`config.mk`:
```
export PLATFORM = sky130hd
export DESIGN_NAME = ohp_host_port
export DESIGN_NICKNAME = d
export VERILOG_FILES = /design/src/logic/ohp_pkg.sv /design/src/logic/ohp_buf_if.sv /design/src/logic/ohp_host_port.sv /design/src/logic/ohp_skid_buf.sv
export SDC_FILE = /design/constraint.sdc
export NUM_CORES = 1
export LEC_CHECK = 0
export ABC_CLOCK_PERIOD_IN_PS = 1700
export BUFFER_PORTS_ARGS = -buffer_cell sky130_fd_sc_hd__buf_2
export CORE_UTILIZATION = 49
export CTS_CLUSTER_DIAMETER = 80
export DETAILED_ROUTE_END_ITERATION = 10
export PLACE_DENSITY = 0.75
export RECOVER_POWER = 25
export SYNTH_ARGS = -nofsm -noshare
export SYNTH_HDL_FRONTEND = slang
export SYNTH_HIERARCHICAL = 1
export SYNTH_SLANG_ARGS = --single-unit
```
`constraint.sdc`:
```
create_clock -name core_clk -period 1.7 [get_ports core_clk]
set_input_delay 0.17 -clock core_clk [delete_from_list [all_inputs] [get_ports core_clk]]
set_output_delay 0.17 -clock core_clk [all_outputs]
set_load 0.02 [all_outputs]
```
`src/logic/ohp_pkg.sv`:
```
// ohp_pkg: constants and types shared by the parallel host port files
// assumes: single 40 MHz core clock, inputs synchronous to it
package ohp_pkg;
   localparam int unsigned OHP_DATA_W    = 8;
   localparam int unsigned OHP_BUF_DEPTH = 2;
   localparam int unsigned OHP_CLK_MHZ   = 40;
   // init hold after the init_low input rises, in ns
   localparam int unsigned OHP_INIT_NS   = 1000;
   localparam int unsigned OHP_INIT_CYC  =
      (OHP_INIT_NS * OHP_CLK_MHZ + 999) / 1000;
   localparam logic [7:0]  OHP_RD_RESET  = 8'h00;
   localparam logic        OHP_KIND_CMD  = 1'b0;
   localparam logic        OHP_KIND_DATA = 1'b1;
   localparam logic        OHP_DIR_WR    = 1'b0;
   localparam logic        OHP_DIR_RD    = 1'b1;
   typedef enum logic [1:0] {OHP_ST_INIT, OHP_ST_IDLE, OHP_ST_STROBE}
      ohp_state_t;
endpackage : ohp_pkg

```
`src/logic/ohp_buf_if.sv`:
```
// ohp_buf_if: valid/ready stream between port and buffer
// assumes: both ends on the core clock
interface ohp_buf_if #(parameter int unsigned W = 9);
   logic         valid;
   logic         ready;
   logic [W-1:0] data;
   modport src (output valid, output data, input ready);
   modport snk (input valid, input data, output ready);
endinterface : ohp_buf_if

```
`src/logic/ohp_host_port.sv`:
```
// ohp_host_port: 8-bit 6800-style parallel host port of a display module
// assumes: host pins already synchronous to core_clk; bytes go to the
// display core through a two-entry buffer, reads come from rd_byte
// Overview of operation
// the port joins a transfer only while chip select is low.
// direction high reads with the port driving, low writes.
// kind high marks display data, low routes the byte as a command.
// init_low low runs initialization; host keeps it high otherwise.
// the enable strobe qualifies every read or write cycle.
// bytes move over eight shared two-way bus lines.
// writes sample at the strobe's fall; reads drive only in strobe.
module ohp_host_port
   import ohp_pkg::*;
(
   // clock and reset
   input  wire logic                            core_clk,
   input  wire logic                            rstn,
   // host pins
   input  wire logic                            cs_n,
   input  wire logic                            rd_wr,
   input  wire logic                            data_cmd,
   input  wire logic                            enable,
   input  wire logic                            init_low,
   input  wire logic [ohp_pkg::OHP_DATA_W-1:0]  bus_in,
   output logic      [ohp_pkg::OHP_DATA_W-1:0]  bus_out,
   output logic                                 bus_oe,
   // core side
   output logic                                 init_busy,
   output logic                                 wr_valid,
   input  wire logic                            wr_ready,
   output logic                                 wr_is_data,
   output logic      [ohp_pkg::OHP_DATA_W-1:0]  wr_byte,
   input  wire logic [ohp_pkg::OHP_DATA_W-1:0]  rd_byte,
   output logic                                 rd_taken,
   output logic                                 wr_dropped
);
   import ohp_pkg::*;
   localparam int unsigned BW = OHP_DATA_W + 1;

   if (OHP_INIT_CYC < 1 || OHP_INIT_CYC > 16'hFFFF) begin : g_bad_init
      $error("init hold must fit the 16-bit counter");
   end

   ohp_state_t             st_reg, st_next;
   logic                   en_reg, en_next;
   logic [15:0]            ini_reg, ini_next;
   logic [OHP_DATA_W-1:0]  out_reg, out_next;
   logic                   oe_reg, oe_next;
   logic                   busy_reg, busy_next;
   logic                   rdt_reg, rdt_next;
   logic                   drop_reg, drop_next;
   logic                   ph_valid;
   logic [BW-1:0]          ph_data;
   logic                   bv;
   logic [BW-1:0]          bd;
   logic                   fall;

   ohp_buf_if #(.W(BW)) wr_if ();
   assign wr_if.valid = ph_valid;
   assign wr_if.data  = ph_data;

   ohp_skid_buf #(.W(BW), .DEPTH(OHP_BUF_DEPTH)) u_buf (
      .core_clk  (core_clk),
      .rstn      (rstn),
      .in_s      (wr_if),
      .out_valid (bv),
      .out_ready (wr_ready),
      .out_data  (bd)
   );

   // strobe fall ends a cycle
   assign fall = en_reg && !enable;

   always_comb begin
      st_next   = st_reg;
      en_next   = enable;
      ini_next  = ini_reg;
      out_next  = out_reg;
      oe_next   = 1'b0;
      busy_next = busy_reg;
      rdt_next  = 1'b0;
      drop_next = 1'b0;
      ph_valid  = 1'b0;
      ph_data   = {data_cmd, bus_in};
      case (st_reg)
         OHP_ST_INIT: begin
            busy_next = 1'b1;
            if (init_low) begin
               if (ini_reg >= 16'(OHP_INIT_CYC - 1)) begin
                  st_next   = OHP_ST_IDLE;
                  busy_next = 1'b0;
               end else begin
                  ini_next = 16'(ini_reg + 16'd1);
               end
            end else begin
               ini_next = '0;
            end
         end
         OHP_ST_IDLE: begin
            if (!cs_n && enable) begin
               st_next = OHP_ST_STROBE;
               if (rd_wr == OHP_DIR_RD) begin
                  out_next = rd_byte;
                  oe_next  = 1'b1;
               end
            end
         end
         OHP_ST_STROBE: begin
            // drive only while strobe high and selected
            oe_next = (rd_wr == OHP_DIR_RD) && !cs_n && enable;
            if (fall || cs_n) begin
               st_next = OHP_ST_IDLE;
               if (fall && !cs_n && rd_wr == OHP_DIR_WR) begin
                  ph_valid  = 1'b1; // kind bit rides with byte
                  drop_next = !wr_if.ready;
               end
               if (fall && !cs_n && rd_wr == OHP_DIR_RD) begin
                  rdt_next = 1'b1;
               end
            end
         end
         default: st_next = OHP_ST_IDLE;
      endcase
      // init overrides any transfer
      if (!init_low) begin
         st_next   = OHP_ST_INIT;
         ini_next  = '0;
         busy_next = 1'b1;
         oe_next   = 1'b0;
         ph_valid  = 1'b0;
         rdt_next  = 1'b0;
         drop_next = 1'b0;
      end
   end

   always_ff @(posedge core_clk or negedge rstn) begin
      if (!rstn) begin
         st_reg   <= OHP_ST_INIT;
         en_reg   <= 1'b0;
         ini_reg  <= '0;
         out_reg  <= OHP_RD_RESET;
         oe_reg   <= 1'b0;
         busy_reg <= 1'b1;
         rdt_reg  <= 1'b0;
         drop_reg <= 1'b0;
      end else begin
         st_reg   <= st_next;
         en_reg   <= en_next;
         ini_reg  <= ini_next;
         out_reg  <= out_next;
         oe_reg   <= oe_next;
         busy_reg <= busy_next;
         rdt_reg  <= rdt_next;
         drop_reg <= drop_next;
      end
   end

   // head flops of the buffer drive the core directly, so the word
   // offered and the word popped are always the same one
   assign wr_valid   = bv;
   assign wr_is_data = bd[OHP_DATA_W];
   assign wr_byte    = bd[OHP_DATA_W-1:0];
   assign bus_out    = out_reg;
   assign bus_oe     = oe_reg;
   assign init_busy  = busy_reg;
   assign rd_taken   = rdt_reg;
   assign wr_dropped = drop_reg;

   property p_oe_needs_sel;
      @(posedge core_clk) disable iff (!rstn)
      bus_oe |-> ($past(enable) && !$past(cs_n) && $past(rd_wr));
   endproperty
   a_oe_needs_sel: assert property (p_oe_needs_sel)
      else $error("bus driven outside a selected read strobe");

   property p_cs_gates;
      @(posedge core_clk) disable iff (!rstn)
      (cs_n && st_reg == OHP_ST_IDLE) |=> !bus_oe;
   endproperty
   a_cs_gates: assert property (p_cs_gates)
      else $error("port active while deselected");

   property p_write_push;
      @(posedge core_clk) disable iff (!rstn)
      (st_reg == OHP_ST_STROBE && fall && !cs_n && !rd_wr && init_low)
         |-> ph_valid && ph_data[OHP_DATA_W] == data_cmd;
   endproperty
   a_write_push: assert property (p_write_push)
      else $error("write at strobe fall not captured with kind");

   property p_init;
      @(posedge core_clk) disable iff (!rstn)
      !init_low |=> init_busy && !bus_oe;
   endproperty
   a_init: assert property (p_init)
      else $error("init_low did not start initialization");

   property p_read_dir;
      @(posedge core_clk) disable iff (!rstn)
      (st_reg == OHP_ST_IDLE && !cs_n && enable && !rd_wr) |=> !bus_oe;
   endproperty
   a_read_dir: assert property (p_read_dir)
      else $error("port drove the bus on a write");

   property p_no_strobe;
      @(posedge core_clk) disable iff (!rstn)
      (!enable && st_reg == OHP_ST_IDLE) |-> !ph_valid;
   endproperty
   a_no_strobe: assert property (p_no_strobe)
      else $error("transfer without enable strobe");

   property p_read_val;
      @(posedge core_clk) disable iff (!rstn)
      (st_reg == OHP_ST_IDLE && !cs_n && enable && rd_wr && init_low)
         |=> bus_oe && bus_out == $past(rd_byte);
   endproperty
   a_read_val: assert property (p_read_val)
      else $error("read byte not driven on bus lines");

   property p_stream_hold;
      @(posedge core_clk) disable iff (!rstn)
      (wr_valid && !wr_ready) |=> wr_valid && $stable(wr_byte)
         && $stable(wr_is_data);
   endproperty
   a_stream_hold: assert property (p_stream_hold)
      else $error("offered byte changed before it was taken");

   property p_rd_pulse;
      @(posedge core_clk) disable iff (!rstn)
      rd_taken |=> !rd_taken;
   endproperty
   a_rd_pulse: assert property (p_rd_pulse)
      else $error("one read strobe reported twice");
endmodule : ohp_host_port

```
`src/logic/ohp_skid_buf.sv`:
```
// ohp_skid_buf: two-entry buffer with valid/ready on both sides
// assumes: one clock, asynchronous active-low reset
module ohp_skid_buf #(
   parameter int unsigned W     = 9,
   parameter int unsigned DEPTH = 2
) (
   // clock and reset
   input  wire logic         core_clk,
   input  wire logic         rstn,
   // fill side
   ohp_buf_if.snk            in_s,
   // drain side
   output logic              out_valid,
   input  wire logic         out_ready,
   output logic [W-1:0]      out_data
);
   import ohp_pkg::*;

   if (DEPTH != 2) begin : g_bad_depth
      $error("ohp_skid_buf serves exactly two entries");
   end

   logic [W-1:0] mem_reg [2];
   logic [W-1:0] mem_next [2];
   logic [1:0]   cnt_reg, cnt_next;
   logic         vld_reg, vld_next;
   logic         push, pop;

   assign in_s.ready = (cnt_reg != 2'd2);
   // valid kept in its own flop so the drain side sees a register
   assign out_valid  = vld_reg;
   assign out_data   = mem_reg[0];
   assign push       = in_s.valid && in_s.ready;
   assign pop        = out_valid && out_ready;

   always_comb begin
      mem_next = mem_reg;
      cnt_next = cnt_reg;
      if (pop) begin
         mem_next[0] = mem_reg[1];
      end
      if (push) begin
         // slot index follows the count left after a pop
         if (pop ? (cnt_reg == 2'd1) : (cnt_reg == 2'd0)) begin
            mem_next[0] = in_s.data;
         end else begin
            mem_next[1] = in_s.data;
         end
      end
      cnt_next = 2'(cnt_reg + {1'b0, push} - {1'b0, pop});
      vld_next = (cnt_next != 2'd0);
   end

   always_ff @(posedge core_clk or negedge rstn) begin
      if (!rstn) begin
         cnt_reg    <= 2'd0;
         vld_reg    <= 1'b0;
         mem_reg[0] <= '0;
         mem_reg[1] <= '0;
      end else begin
         cnt_reg <= cnt_next;
         vld_reg <= vld_next;
         mem_reg <= mem_next;
      end
   end

   property p_no_overfill;
      @(posedge core_clk) disable iff (!rstn)
      (cnt_reg == 2'd2 && !out_ready) |=> (cnt_reg == 2'd2);
   endproperty
   a_no_overfill: assert property (p_no_overfill)
      else $error("buffer lost an entry while stalled");
endmodule : ohp_skid_buf

```
==> flow_metrics.tcl <==
set metrics [dict create \
    postRouteWirelength_mm 4.53 \
    timing.hold.ws_ps 69.3 \
    r2r_slack_ps -170 \
    drcViolationCount 0 \
    n_antenna_cell 0 \
    regToRegStartpoint "st_reg[0]" \
    run_status "complete, but fails checks" \
    netlist_area_um2 2340 \
    top_level_ports 46 \
    yosys-top-cells-area "sky130_fd_sc_hd__dfrtp_1 55%, sky130_fd_sc_hd__mux2_4 5.8%, sky130_fd_sc_hd__mux2i_1 4.7%, sky130_fd_sc_hd__mux2_2 3.9%, sky130_fd_sc_hd__and2_1 2.9%" \
    max_freq_ghz 0.536 \
    data_required_critical_path_ps 1900 \
    grt.total_usage 0.203 \
    design.core.area_um2 4470 \
    synth_top_area_cell "sky130_fd_sc_hd__dfrtp_1" \
    tritoncts.num_buffers 5 \
    drt.antenna.violating_nets 0 \
    number_of_cells_on_the_worst_hold_path 3 \
    whs_endpoint "u_buf/out_data[1]" \
    synth_enable_flop_cells 0 \
    pleak_nw 1.52 \
    violated_checks "negative setup slack" \
    timing_worst_slew_pin_value_ps 1260 \
    worst-setup-path-type "flop to flop" \
    final-instance-count-excl-fill 311 \
    synth.most_common_cell "sky130_fd_sc_hd__dfrtp_1" \
    relative_slew_slack 0.163 \
    report.power.total_mw 3.43 \
    final_hold_viol_count 0 \
    dp.cells 294 \
    synth_warnings 6 \
    cts_sinks 52 \
    cpPeakStageDelay_ps 400 \
    port_buffers 45 \
    cts-htree-levels 2 \
    via_per_inst 5.27 \
    postSynthNetCount 221 \
    worst_clock_skew_ps 11.0 \
    synth.yosys.seq_area_share 0.558 \
    die_width_um 71.0 \
    critical_path_peak_fanout 3 \
    drt-pass1-iter-count 6 \
    timing.final.max_slew_violations 0 \
    tmin_final_ps 1870 \
    clk_latency_ps 320 \
    timing.critical_path.cells "inv_2 -> ha_4 -> and3b_2 -> nand2_2 -> nor2_4 -> nand2_1 -> xor2_1 -> ha_1 -> nor2b_1 -> mux2i_1" \
    grt_start_max_net_pins 24 \
    detail_route.iter0.violations 106 \
    detailedPlace.worstSlack_ps -168 \
    postSynthAreaPerCell_um2 12.2 \
    grt-ovfl-total 0 \
    post_synth_inst_count 192 \
    worst_ir_drop_vdd_mv 0.900 \
    slowest_stage "sky130_fd_sc_hd__dfrtp_1" \
    drv_cap 0 \
    final_layout_size_suffix_gt1_frac 0.425 \
    synth_top_area_frac 0.546 \
    synth-seq-cells 52 \
    postSynth.topFlopCell "sky130_fd_sc_hd__dfrtp_1" \
    floorplan.die_area_um2 5050 \
    rsz0062_at_grt "yes" \
    clkSlewWorstSetupHoldPaths_ps 100 \
    grt_antenna_before_repair 0 \
    row_count 24 \
    initial_utilization 0.522 \
    power.density_cell_area_nw_per_um2 1130 \
    max-clock-path-buffers 2 \
    gp_congestion 0.795 \
    first_pass_grt_wire_length_mm 7.75 \
    worst-r2r-cell-count 10 \
    grt_pass1_vias 1650 \
    worstHoldPathType "input pin to flop" \
    end_kind "flop" \
    start_kind "flop" \
    clk_root_buffer_cell "sky130_fd_sc_hd__clkbuf_8" \
    nets 287 \
    setup-violations-final 27 \
    cts_tree "yes" \
    crit_arrival_ps 2070 \
    syn_to_final_growth_pct 29.5 \
    drt-wirelength-per-cell_um 14.6 \
    critical_path.startpoint "st_reg[0]" \
    postLayoutCellArea_um2 3030 \
    hpwlAfterDp_mm 2.92 \
    vias 1638 \
    worst_r2r_endpoint "u_buf/out_valid" \
    max_ffs_per_register 16 \
    async_flop_share 1.00 \
    final_critical_path_setup_slack_ps -166 \
    synthTopCellsByCount "51 x sky130_fd_sc_hd__dfrtp_1, 15 x sky130_fd_sc_hd__nand2_1, 11 x sky130_fd_sc_hd__and2_1, 11 x sky130_fd_sc_hd__mux2i_1, 10 x sky130_fd_sc_hd__o21ai_0" \
    placed_cell_area_um2 2710 \
    min_period_over_period 1.10 \
    yosys.cell_types.count 42 \
    timing.hold.worst.start "bus_in[1]" \
    final.fill_count 330 \
    floorplan.die.height_um 71.0 \
]
## power by group
part           switching (mW)  internal (mW)  total [mW]  leakage (nW)
Clock                   0.427          0.436       0.863        0.0541
Combinational           0.527          0.510        1.04         0.770
Sequential              0.118           1.41        1.53         0.701
## layout by cell type, fill, tap and decap left out, types with 3 or more instances in the layout
master and instances:
sky130_fd_sc_hd__nand3_1 4, sky130_fd_sc_hd__buf_6 3, sky130_fd_sc_hd__o21ai_0 8, sky130_fd_sc_hd__nand2_1 14, sky130_fd_sc_hd__buf_12 4, sky130_fd_sc_hd__ha_1 4, sky130_fd_sc_hd__buf_4 18, sky130_fd_sc_hd__and2_0 5
sky130_fd_sc_hd__nor2_1 4, sky130_fd_sc_hd__mux2_4 9, sky130_fd_sc_hd__mux2_2 8, sky130_fd_sc_hd__o21ai_1 3, sky130_fd_sc_hd__and2_1 5, sky130_fd_sc_hd__or3_1 3, sky130_fd_sc_hd__a21oi_1 4, sky130_fd_sc_hd__nor2b_1 4
sky130_fd_sc_hd__clkbuf_8 5, sky130_fd_sc_hd__mux2i_1 11, sky130_fd_sc_hd__buf_2 43, sky130_fd_sc_hd__inv_1 4, sky130_fd_sc_hd__dfrtp_1 51
## worst max-delay path: cells and delay by family (launching register included)
kind | cells | cell delay (ps)
XOR/XNOR | 1 | 140
adder cells (fa/ha/maj) | 2 | 450
buffers and inverters | 1 | 100
flip-flops | 1 | 400
multiplexers | 1 | 70
AND/OR/NAND/NOR | 5 | 590
## metrics by stage
stage | TNS [ps] | utilization
5_1_grt | -6110 | 0.676
2_1_floorplan | -442 | -
3_5_place_dp | -1260 | 0.606
4_1_cts | -1540 | 0.667
3_3_place_gp | -836 | 0.606
6_report | -2840 | 0.676
## worst max-delay path by stage
| stage | endpoint | slack (ps) | depth (start not counted) |
|---|---|---|---|
| 3_3_place_gp | ini_reg[5] | -110 | 7 |
| 6_report | u_buf/out_valid | -170 | 10 |
| 5_1_grt | u_buf/out_valid | -290 | 10 |
| 2_1_floorplan | u_buf/out_valid | -120 | 10 |
| 4_1_cts | u_buf/out_valid | -140 | 10 |
| 3_5_place_dp | ini_reg[5] | -170 | 7 |
## timing repair
item | in CTS | in global routing
buffers inserted | 4 | 2
gates resized for setup | 14 | 9
pin swaps | 2 | 7
endpoints found under the setup margin | 28 | 30
hold buffers | 2 | 0
gates cloned | 1 | 0
hold endpoints to repair | 21 | 0
## final cells by class
| cell class | instances | area (um2) | share of cell area |
|---|---|---|---|
| Sequential cell | 52 | 1300 | 0.431 |
| Tap cell | 52 | 65.1 | 0.0215 |
| Multi-Input combinational cell | 121 | 1010 | 0.333 |
| Clock inverter | 3 | 42.5 | 0.0141 |
| Timing Repair Buffer | 73 | 519 | 0.172 |
| Clock buffer | 5 | 68.8 | 0.0227 |
| Inverter | 5 | 18.8 | 0.00620 |
## logic make-up (layout without fill, tap and decap cells)
family                   after synthesis  count (layout)  synth area share
multiplexers                          28              28             0.144
flip-flops                            52              52             0.558
AO/OA/AOI/OAI                         27              27            0.0723
AND/OR/NAND/NOR                       57              57             0.135
XOR/XNOR                               4               4            0.0150
adder cells (fa/ha/maj)                5               5            0.0268
buffers and inverters                 19              86            0.0498
## layer usage
layer	global-route usage	vias up	part of all wire
li1	-	786	-
met1	0.269	809	0.46
met2	0.325	37	0.49
met3	0.0541	6	0.040
met4	0.0689	0	0.013
met5	0	-	0
(Power assumes the default switching activity.)
